[src/shared/lcss_pkg.sv]
// Notes on behaviour
// - With a line chosen as source, its level at each frame trigger decides advance.
// - Sets step only upward by index, at most one step per frame trigger.
// - Enabling the sequencer copies set 0 into the active set before use.
// - With the invert bit clear, a low sampled line keeps the current set for that frame.
// - With the invert bit clear, a high sampled line loads the next set into the active set for that frame.
// - Valid indices run from zero to total count minus one.
// - With the invert bit clear, a high line at the highest index wraps back to set 0.
// - Waiting-for-trigger status drops briefly whenever an input line changes level.
// - Triggers arriving while that status is low are discarded entirely.
// - Disable takes effect only after the current frame's exposure and readout end.
// - On disable the active parameters return to values saved at enable.
// - The second line as source behaves exactly like the first, using its level.
// - Total set count per cycle is at most 64.
package lcss_pkg;
   localparam int unsigned LCSS_MAX_SETS = 64;
   localparam int unsigned LCSS_CLK_HZ = 40_000_000;
   localparam int unsigned LCSS_SETTLE_NS = 1000;
   localparam int unsigned LCSS_SETTLE_CYC = (LCSS_SETTLE_NS * (LCSS_CLK_HZ / 1_000_000)) / 1000;
   localparam logic [7:0] LCSS_SETTLE_CYC8 = 8'(LCSS_SETTLE_CYC);
   localparam logic [11:0] LCSS_ADDR_CTRL = 12'h000;
   localparam logic [11:0] LCSS_ADDR_TOTAL = 12'h004;
   localparam logic [11:0] LCSS_ADDR_STATUS = 12'h008;
   localparam logic [11:0] LCSS_ADDR_SAVED = 12'h00C;
   localparam logic [11:0] LCSS_ADDR_SET_BASE = 12'h100;
   localparam logic [11:0] LCSS_ADDR_SET_END = 12'h1FC;
   localparam int unsigned LCSS_CTRL_EN_BIT = 0;
   localparam int unsigned LCSS_CTRL_SRC_BIT = 1;
   localparam int unsigned LCSS_CTRL_INV_BIT = 2;
   localparam logic [6:0] LCSS_TOTAL_RST = 7'h06;
   localparam logic [1:0] LCSS_RESP_OKAY = 2'h0;
   localparam logic [1:0] LCSS_RESP_SLVERR = 2'h2;
   typedef enum logic [1:0] {
      LCSS_IDLE = 2'b00,
      LCSS_RUN = 2'b01,
      LCSS_DRAIN = 2'b10
   } lcss_state_t;
endpackage

[src/design/lcss_top.sv]
`timescale 1ns/1ps
module lcss_top import lcss_pkg::*; #(
   parameter int unsigned PARAM_W = 32,
   parameter int unsigned SETS = LCSS_MAX_SETS
) (
   input wire logic clk_in,
   input wire logic sys_rst_in,
   input wire logic clk_en_in,
   input wire logic line1_in,
   input wire logic line2_in,
   input wire logic frame_trig_in,
   input wire logic frame_done_in,
   input wire logic [11:0] s_axi_awaddr_in,
   input wire logic s_axi_awvalid_in,
   output logic s_axi_awready_out,
   input wire logic [31:0] s_axi_wdata_in,
   input wire logic [3:0] s_axi_wstrb_in,
   input wire logic s_axi_wvalid_in,
   output logic s_axi_wready_out,
   output logic [1:0] s_axi_bresp_out,
   output logic s_axi_bvalid_out,
   input wire logic s_axi_bready_in,
   input wire logic [11:0] s_axi_araddr_in,
   input wire logic s_axi_arvalid_in,
   output logic s_axi_arready_out,
   output logic [31:0] s_axi_rdata_out,
   output logic [1:0] s_axi_rresp_out,
   output logic s_axi_rvalid_out,
   input wire logic s_axi_rready_in,
   output logic waiting_out,
   output logic frame_start_out,
   output logic [5:0] cur_index_out,
   output logic [PARAM_W-1:0] active_param_out,
   output logic seq_active_out
);
   // Refuses set counts and widths that the index, memory and bus word cannot serve.
   if (SETS < 1 || SETS > LCSS_MAX_SETS
      || PARAM_W < 1 || PARAM_W > 32) begin : g_bad_params
      $error("lcss_top: unsupported parameter values");
   end

   // -----------------------------------------------------------------
   // Input synchronisers
   // -----------------------------------------------------------------
   logic [2:0] l1_sync_reg, l2_sync_reg, trig_sync_reg, done_sync_reg;
   logic l1_reg, l2_reg, trig_reg, done_reg;
   always_ff @(posedge clk_in) begin
      if (sys_rst_in) begin
         l1_sync_reg <= 3'h0;
         l2_sync_reg <= 3'h0;
         trig_sync_reg <= 3'h0;
         done_sync_reg <= 3'h0;
      end else if (clk_en_in) begin
         l1_sync_reg <= {l1_sync_reg[1:0], line1_in};
         l2_sync_reg <= {l2_sync_reg[1:0], line2_in};
         trig_sync_reg <= {trig_sync_reg[1:0], frame_trig_in};
         done_sync_reg <= {done_sync_reg[1:0], frame_done_in};
      end
   end

   // A level is accepted once the second and third stages agree.
   always_ff @(posedge clk_in) begin
      if (sys_rst_in) begin
         l1_reg <= 1'b0;
         l2_reg <= 1'b0;
         trig_reg <= 1'b0;
         done_reg <= 1'b0;
      end else if (clk_en_in) begin
         if (l1_sync_reg[1] == l1_sync_reg[2]) l1_reg <= l1_sync_reg[2];
         if (l2_sync_reg[1] == l2_sync_reg[2]) l2_reg <= l2_sync_reg[2];
         if (trig_sync_reg[1] == trig_sync_reg[2]) trig_reg <= trig_sync_reg[2];
         if (done_sync_reg[1] == done_sync_reg[2]) done_reg <= done_sync_reg[2];
      end
   end

   logic l1_q_reg, l2_q_reg, trig_q_reg, done_q_reg;
   always_ff @(posedge clk_in) begin
      if (sys_rst_in) begin
         l1_q_reg <= 1'b0;
         l2_q_reg <= 1'b0;
         trig_q_reg <= 1'b0;
         done_q_reg <= 1'b0;
      end else if (clk_en_in) begin
         l1_q_reg <= l1_reg;
         l2_q_reg <= l2_reg;
         trig_q_reg <= trig_reg;
         done_q_reg <= done_reg;
      end
   end

   logic line_change, trig_rise, done_rise;
   assign line_change = (l1_reg != l1_q_reg) || (l2_reg != l2_q_reg);
   assign trig_rise = trig_reg && !trig_q_reg;
   assign done_rise = done_reg && !done_q_reg;

   // -----------------------------------------------------------------
   // Waiting status and trigger acceptance
   // -----------------------------------------------------------------
   logic [7:0] settle_reg;
   always_ff @(posedge clk_in) begin
      if (sys_rst_in) begin
         settle_reg <= 8'h00;
      end else if (clk_en_in) begin
         if (line_change) begin
            settle_reg <= LCSS_SETTLE_CYC8;
         end else if (settle_reg != 8'h00) begin
            settle_reg <= settle_reg - 8'h01;
         end
      end
   end

   logic waiting, trig_ok;
   assign waiting = (settle_reg == 8'h00) && !line_change;
   assign trig_ok = trig_rise && waiting;

   always_ff @(posedge clk_in) begin
      if (sys_rst_in) begin
         waiting_out <= 1'b0;
         frame_start_out <= 1'b0;
      end else if (clk_en_in) begin
         waiting_out <= waiting;
         frame_start_out <= trig_ok;
      end
   end

   // -----------------------------------------------------------------
   // Registers written by software
   // -----------------------------------------------------------------
   logic en_reg, src_reg, inv_reg;
   logic [6:0] total_reg;
   logic [PARAM_W-1:0] set_mem [SETS];
   logic [PARAM_W-1:0] saved_reg;
   logic [PARAM_W-1:0] base_param_reg;

   logic [11:0] awaddr_reg;
   logic [31:0] wdata_reg;
   logic [3:0] wstrb_reg;
   logic aw_have_reg, w_have_reg;
   logic wr_fire, wr_set_hit;
   logic [5:0] wr_idx;
   assign wr_fire = aw_have_reg && w_have_reg && !s_axi_bvalid_out;
   assign wr_idx = awaddr_reg[7:2];
   assign wr_set_hit = (awaddr_reg >= LCSS_ADDR_SET_BASE) && (awaddr_reg <= LCSS_ADDR_SET_END)
      && (32'(wr_idx) < SETS);

   always_ff @(posedge clk_in) begin
      if (sys_rst_in) begin
         aw_have_reg <= 1'b0;
         w_have_reg <= 1'b0;
         awaddr_reg <= 12'h000;
         wdata_reg <= 32'h0000_0000;
         wstrb_reg <= 4'h0;
         s_axi_awready_out <= 1'b0;
         s_axi_wready_out <= 1'b0;
         s_axi_bvalid_out <= 1'b0;
         s_axi_bresp_out <= LCSS_RESP_OKAY;
      end else if (clk_en_in) begin
         // No new address or data is taken while a write answer is still pending.
         s_axi_awready_out <= !aw_have_reg && !s_axi_awready_out && !s_axi_bvalid_out;
         s_axi_wready_out <= !w_have_reg && !s_axi_wready_out && !s_axi_bvalid_out;
         if (s_axi_awvalid_in && s_axi_awready_out) begin
            aw_have_reg <= 1'b1;
            awaddr_reg <= s_axi_awaddr_in;
            s_axi_awready_out <= 1'b0;
         end
         if (s_axi_wvalid_in && s_axi_wready_out) begin
            w_have_reg <= 1'b1;
            wdata_reg <= s_axi_wdata_in;
            wstrb_reg <= s_axi_wstrb_in;
            s_axi_wready_out <= 1'b0;
         end
         if (wr_fire) begin
            aw_have_reg <= 1'b0;
            w_have_reg <= 1'b0;
            s_axi_bvalid_out <= 1'b1;
            s_axi_bresp_out <= (awaddr_reg == LCSS_ADDR_CTRL || awaddr_reg == LCSS_ADDR_TOTAL
               || awaddr_reg == LCSS_ADDR_SAVED || wr_set_hit) ? LCSS_RESP_OKAY
               : LCSS_RESP_SLVERR;
         end else if (s_axi_bvalid_out && s_axi_bready_in) begin
            s_axi_bvalid_out <= 1'b0;
         end
      end
   end

   always_ff @(posedge clk_in) begin
      if (sys_rst_in) begin
         en_reg <= 1'b0;
         src_reg <= 1'b0;
         inv_reg <= 1'b0;
         total_reg <= LCSS_TOTAL_RST;
         base_param_reg <= '0;
      end else if (clk_en_in && wr_fire && wstrb_reg[0]) begin
         if (awaddr_reg == LCSS_ADDR_CTRL) begin
            en_reg <= wdata_reg[LCSS_CTRL_EN_BIT];
            src_reg <= wdata_reg[LCSS_CTRL_SRC_BIT];
            inv_reg <= wdata_reg[LCSS_CTRL_INV_BIT];
         end
         if (awaddr_reg == LCSS_ADDR_TOTAL && wdata_reg[6:0] != 7'h00
            && 32'(wdata_reg[6:0]) <= SETS) begin
            total_reg <= wdata_reg[6:0];
         end
         if (awaddr_reg == LCSS_ADDR_SAVED) begin
            base_param_reg <= wdata_reg[PARAM_W-1:0];
         end
      end
   end

   always_ff @(posedge clk_in) begin
      if (clk_en_in && wr_fire && wr_set_hit && wstrb_reg[0]) begin
         set_mem[wr_idx] <= wdata_reg[PARAM_W-1:0];
      end
   end

   // -----------------------------------------------------------------
   // Sequencer
   // -----------------------------------------------------------------
   lcss_state_t state_reg;
   logic [5:0] idx_reg;
   logic [5:0] idx_next;
   logic ctl_level;
   logic frame_busy_reg;
   assign ctl_level = (src_reg ? l2_reg : l1_reg) ^ inv_reg;
   assign idx_next = (7'(idx_reg) + 7'h01 >= total_reg) ? 6'h00 : idx_reg + 6'h01;

   always_ff @(posedge clk_in) begin
      if (sys_rst_in) begin
         frame_busy_reg <= 1'b0;
      end else if (clk_en_in) begin
         if (trig_ok) frame_busy_reg <= 1'b1;
         else if (done_rise) frame_busy_reg <= 1'b0;
      end
   end

   always_ff @(posedge clk_in) begin
      if (sys_rst_in) begin
         state_reg <= LCSS_IDLE;
         idx_reg <= 6'h00;
         saved_reg <= '0;
         active_param_out <= '0;
      end else if (clk_en_in) begin
         unique case (state_reg)
            LCSS_IDLE: begin
               active_param_out <= base_param_reg;
               if (en_reg) begin
                  saved_reg <= base_param_reg;
                  idx_reg <= 6'h00;
                  active_param_out <= set_mem[0];
                  state_reg <= LCSS_RUN;
               end
            end
            LCSS_RUN: begin
               if (trig_ok && ctl_level) begin
                  idx_reg <= idx_next;
                  active_param_out <= set_mem[idx_next];
               end
               if (!en_reg) begin
                  state_reg <= (frame_busy_reg || trig_ok) ? LCSS_DRAIN : LCSS_IDLE;
                  if (!(frame_busy_reg || trig_ok)) active_param_out <= saved_reg;
               end
            end
            LCSS_DRAIN: begin
               if (!frame_busy_reg) begin
                  active_param_out <= saved_reg;
                  state_reg <= LCSS_IDLE;
               end
            end
            default: state_reg <= LCSS_IDLE;
         endcase
      end
   end

   always_ff @(posedge clk_in) begin
      if (sys_rst_in) begin
         cur_index_out <= 6'h00;
         seq_active_out <= 1'b0;
      end else if (clk_en_in) begin
         cur_index_out <= idx_reg;
         seq_active_out <= (state_reg != LCSS_IDLE);
      end
   end

   // -----------------------------------------------------------------
   // Read channel
   // -----------------------------------------------------------------
   logic [5:0] rd_idx;
   assign rd_idx = s_axi_araddr_in[7:2];
   always_ff @(posedge clk_in) begin
      if (sys_rst_in) begin
         s_axi_arready_out <= 1'b0;
         s_axi_rvalid_out <= 1'b0;
         s_axi_rdata_out <= 32'h0000_0000;
         s_axi_rresp_out <= LCSS_RESP_OKAY;
      end else if (clk_en_in) begin
         s_axi_arready_out <= !s_axi_rvalid_out && !s_axi_arready_out;
         if (s_axi_arvalid_in && s_axi_arready_out) begin
            s_axi_arready_out <= 1'b0;
            s_axi_rvalid_out <= 1'b1;
            s_axi_rresp_out <= LCSS_RESP_OKAY;
            s_axi_rdata_out <= 32'h0000_0000;
            if (s_axi_araddr_in == LCSS_ADDR_CTRL) begin
               s_axi_rdata_out <= {29'h0, inv_reg, src_reg, en_reg};
            end else if (s_axi_araddr_in == LCSS_ADDR_TOTAL) begin
               s_axi_rdata_out <= {25'h0, total_reg};
            end else if (s_axi_araddr_in == LCSS_ADDR_STATUS) begin
               s_axi_rdata_out <= {20'h0, 2'(state_reg), l2_reg, l1_reg, waiting,
                  frame_busy_reg, idx_reg};
            end else if (s_axi_araddr_in == LCSS_ADDR_SAVED) begin
               s_axi_rdata_out <= 32'(base_param_reg);
            end else if (s_axi_araddr_in >= LCSS_ADDR_SET_BASE
               && s_axi_araddr_in <= LCSS_ADDR_SET_END && 32'(rd_idx) < SETS) begin
               s_axi_rdata_out <= 32'(set_mem[rd_idx]);
            end else begin
               s_axi_rresp_out <= LCSS_RESP_SLVERR;
            end
         end else if (s_axi_rvalid_out && s_axi_rready_in) begin
            s_axi_rvalid_out <= 1'b0;
         end
      end
   end
endmodule // lcss_top

[config.mk]
export PLATFORM = sky130hd
export DESIGN_NAME = lcss_top
export DESIGN_NICKNAME = d
export VERILOG_FILES = /design/src/shared/lcss_pkg.sv /design/src/design/lcss_top.sv
export SDC_FILE = /design/constraint.sdc
export NUM_CORES = 2
export LEC_CHECK = 0
export BUFFER_PORTS_ARGS = -buffer_cell sky130_fd_sc_hd__buf_2
export CAP_MARGIN = 20
export CELL_PAD_IN_SITES_DETAIL_PLACEMENT = 0
export CELL_PAD_IN_SITES_GLOBAL_PLACEMENT = 1
export CORE_ASPECT_RATIO = 1.1
export CORE_UTILIZATION = 50
export CTS_BUF_LIST = sky130_fd_sc_hd__clkbuf_8
export DETAILED_ROUTE_END_ITERATION = 12
export PLACE_DENSITY_LB_ADDON = 0.05
export SETUP_SLACK_MARGIN = 0.2
export SLEW_MARGIN = 10
export SYNTH_ARGS = -nofsm -noshare
export SYNTH_HDL_FRONTEND = slang
export SYNTH_SLANG_ARGS = --single-unit
[constraint.sdc]
create_clock -name clk_in -period 4.2 [get_ports clk_in]
set_input_delay 0.84 -clock clk_in [delete_from_list [all_inputs] [get_ports clk_in]]
set_output_delay 0.84 -clock clk_in [all_outputs]
set_load 0.03 [all_outputs]
==> flow_summary.ini <==
[logic_synthesis]
synth_ff_type = edfxtp_1
synthesis.area_sq_um = 106000
yosysUniqueCellTypes = 71
ys_ff_latch = 2286
yosysSeqAreaShare = 0.624
synthCells = 7083
yosys_warnings = 0
synth-async-reset-ratio = 0
syn_area_per_cell_sq_um = 15.0
synth-edff-count = 2048

[clock_tree]
clk_pin_slew_worst_paths_ns = 0.06
root_buffer = clkbuf_8
cts_tree = done
htree_levels = 5
cts_max_path_buffers = 4
insertion_delay_ns = 1.14
clkSinkCount = 2286
cts_buffers = 393

[power]
power_mw = 45.7
powerDensity_nw_per_um2 = 367
ir_drop_mv = 0.315
power_leakage_nw = 38.4

[worst_setup_path]
cp.arrival_ns = 5.04
critPathMaxStageDelay_ns = 0.47
r2r-start = idx_reg[2]
crit_path_end_kind = flip-flop
worstSetupStartpointType = flip-flop
slowest_stage = or3_1
r2r_slack_ns = 0.20
critical_path_class = reg -> reg
ff2ff_path_depth = 17
worst_r2r_endpoint = active_param_out[22]
crit_family = compound AO/OA/AOI/OAI gates
cp_num_buf_inv = 6
crit_chain = buf_4 > nand3_4 > xor2_4 > inv_1 > ha_1 > a21o_4 > a211oi_4 > a21boi_4 > buf_12 > buf_16 > nand2_8 > buf_6 > buf_12 > a21oi_1 > nor4_1 > or3_1 > a31oi_1
cpMostUsedCell = buf_12
crit_required_ns = 5.24
cp_max_fo = 61

[floorplan]
start_util = 0.502
boundaryPins = 154
core_sq_um = 211000
die_area_sq_um = 214000
fp.dieH_um = 485
dieWidth_um = 441
rows = 177

[timing]
setup_viol = 0
hold_viol = 0
period_needed_ns = 4.00
rsz0062_at_grt = true
max_freq_ghz = 0.250
fin_crit_sh = 0.953
tightest_slew_ns = 1.22
slew_violations = 0
hold_slack_ns = 0.114
slew_headroom = 0.186
fin_worst_skew_ns = 0.0530

[drt]
vias = 75983
dr.pass1.iters = 7
viasPerCell = 7.02
drt_iter0_markers = 11885
wire_per_inst_um = 38.6
finalWirelength_um = 418000
ant_nets = 0
drc = 0

[worst_hold_path]
min_from = s_axi_bready_in
hold_depth = 4
hold_end = s_axi_bvalid_out
min_path_type = in -> reg

[layout]
finalNetCount = 7836
regMostFlops = set_mem
area.growth.synth_to_final_pct = 17.3
seqCellArea_sq_um = 66300
largest_reg_flops = 2048
design_area_sq_um = 125000
multi_input_area_sq_um = 38500
mostFrequentLayoutCells = edfxtp_1, nand2_1, mux4_2
fill_cells = 16432
post_route_cells_drive_above_1_share = 0.288
final_common_cell = edfxtp_1

[placement]
detailed_place_hpwl_um = 262000
place_area_sq_um = 115000
gp_congestion = 0.930
port-buffer-count = 148

[grt]
grt_max_degree = 172
grt_pass1_wl_um = 568000
grt_pass1_vias = 73509
antenna_found_initial = 33
groute.usage.overall = 0.384
grt_overflow_total = 0

[flow_run]
max-cap-violations = 0

[status]
status = completed
power by group:
group	switching (mW)	internal, mW
logic	1.18	0.797
clock network	9.23	9.76
registers	0.0850	24.6
kinds of logic after synthesis:
group           synth area share
flops                      0.624
compound gates            0.0961
simple gates              0.0602
mux                        0.191
buf+inv                   0.0258
xor+xnor                 0.00123
fa+ha+maj                0.00153
other cells            0.0000353
worst min-delay path: cells and delay by family:
| kind | cells | cell delay [ns] |
|---|---|---|
| AND/OR/NAND/NOR | 2 | 0.17 |
| AO/OA/AOI/OAI | 1 | 0.07 |
| buffers and inverters | 1 | 0.10 |
worst max-delay path by stage:
| stage | from | endpoint | slack, ns | cells past startpoint |
|---|---|---|---|---|
| floorplan | idx_reg[0] | active_param_out[21] | 0.34 | 17 |
| global placement | idx_reg[2] | active_param_out[11] | -0.24 | 15 |
| detailed placement | idx_reg[2] | active_param_out[26] | -0.28 | 15 |
| CTS | idx_reg[0] | active_param_out[18] | 0.17 | 23 |
| global route | idx_reg[2] | active_param_out[18] | 0.16 | 18 |
| finish | idx_reg[2] | active_param_out[22] | 0.20 | 17 |
routing by layer:
metal / share of wire / GRT usage / vias up
li1: - / - / 30155
met1: 0.37 / 0.523 / 39308
met2: 0.44 / 0.564 / 5541
met3: 0.14 / 0.120 / 971
met4: 0.048 / 0.174 / 8
met5: 0.000098 / 0 / -
cell usage after synthesis, types with 18 or more instances:
library cell,n,share of area
o22ai_1,27,0.0016
a221oi_1,185,0.015
a21oi_1,606,0.029
o32a_1,41,0.0039
nor4_1,100,0.0059
a22oi_1,51,0.0036
buf_1,69,0.0024
o32ai_1,18,0.0015
nand2_1,888,0.031
o21ai_0,84,0.0040
inv_1,20,0.00071
mux2_2,78,0.0083
a211oi_1,178,0.013
and2_1,33,0.0019
nor3_1,38,0.0018
clkbuf_1,340,0.012
edfxtp_1,2048,0.58
a31oi_1,24,0.0014
nor2_1,232,0.0082
or4_1,29,0.0021
a221o_1,41,0.0039
mux4_2,690,0.15
or3_1,28,0.0017
buf_2,169,0.0080
and3_1,18,0.0011
dfxtp_1,238,0.045
nand2b_1,45,0.0027
buf_4,25,0.0018
nand3_1,36,0.0017
mux2i_1,384,0.036
o211ai_1,111,0.0079
o311a_1,19,0.0018
metrics by stage:
step                instances  utilization  setup WS, ns  setup TNS (ns)
floorplan                7084            -         0.341               0
global placement        10004        0.544        -0.244           -3.59
detailed placement      10004        0.544        -0.284           -4.17
CTS                     10784        0.585         0.172               0
global route            10815        0.589         0.161               0
finish                  10826        0.589         0.199               0
layout make-up:
type / instances / area share
Timing Repair Buffer: 882 / 0.0721
Sequential cell: 2286 / 0.533
Inverter: 22 / 0.000724
Clock inverter: 259 / 0.0102
Antenna cell: 13 / 0.000261
Clock buffer: 424 / 0.0469
Multi-Input combinational cell: 4166 / 0.309
Tap cell: 2774 / 0.0279
repair_timing:
action,CTS,global route
hold endpoints to repair,50,0
hold buffers,50,0
setup endpoints to repair,32,32
resized for setup,75,100
pin swaps,13,25
buffers inserted,37,22
gates cloned,10,6
(Power assumes the default switching activity.)
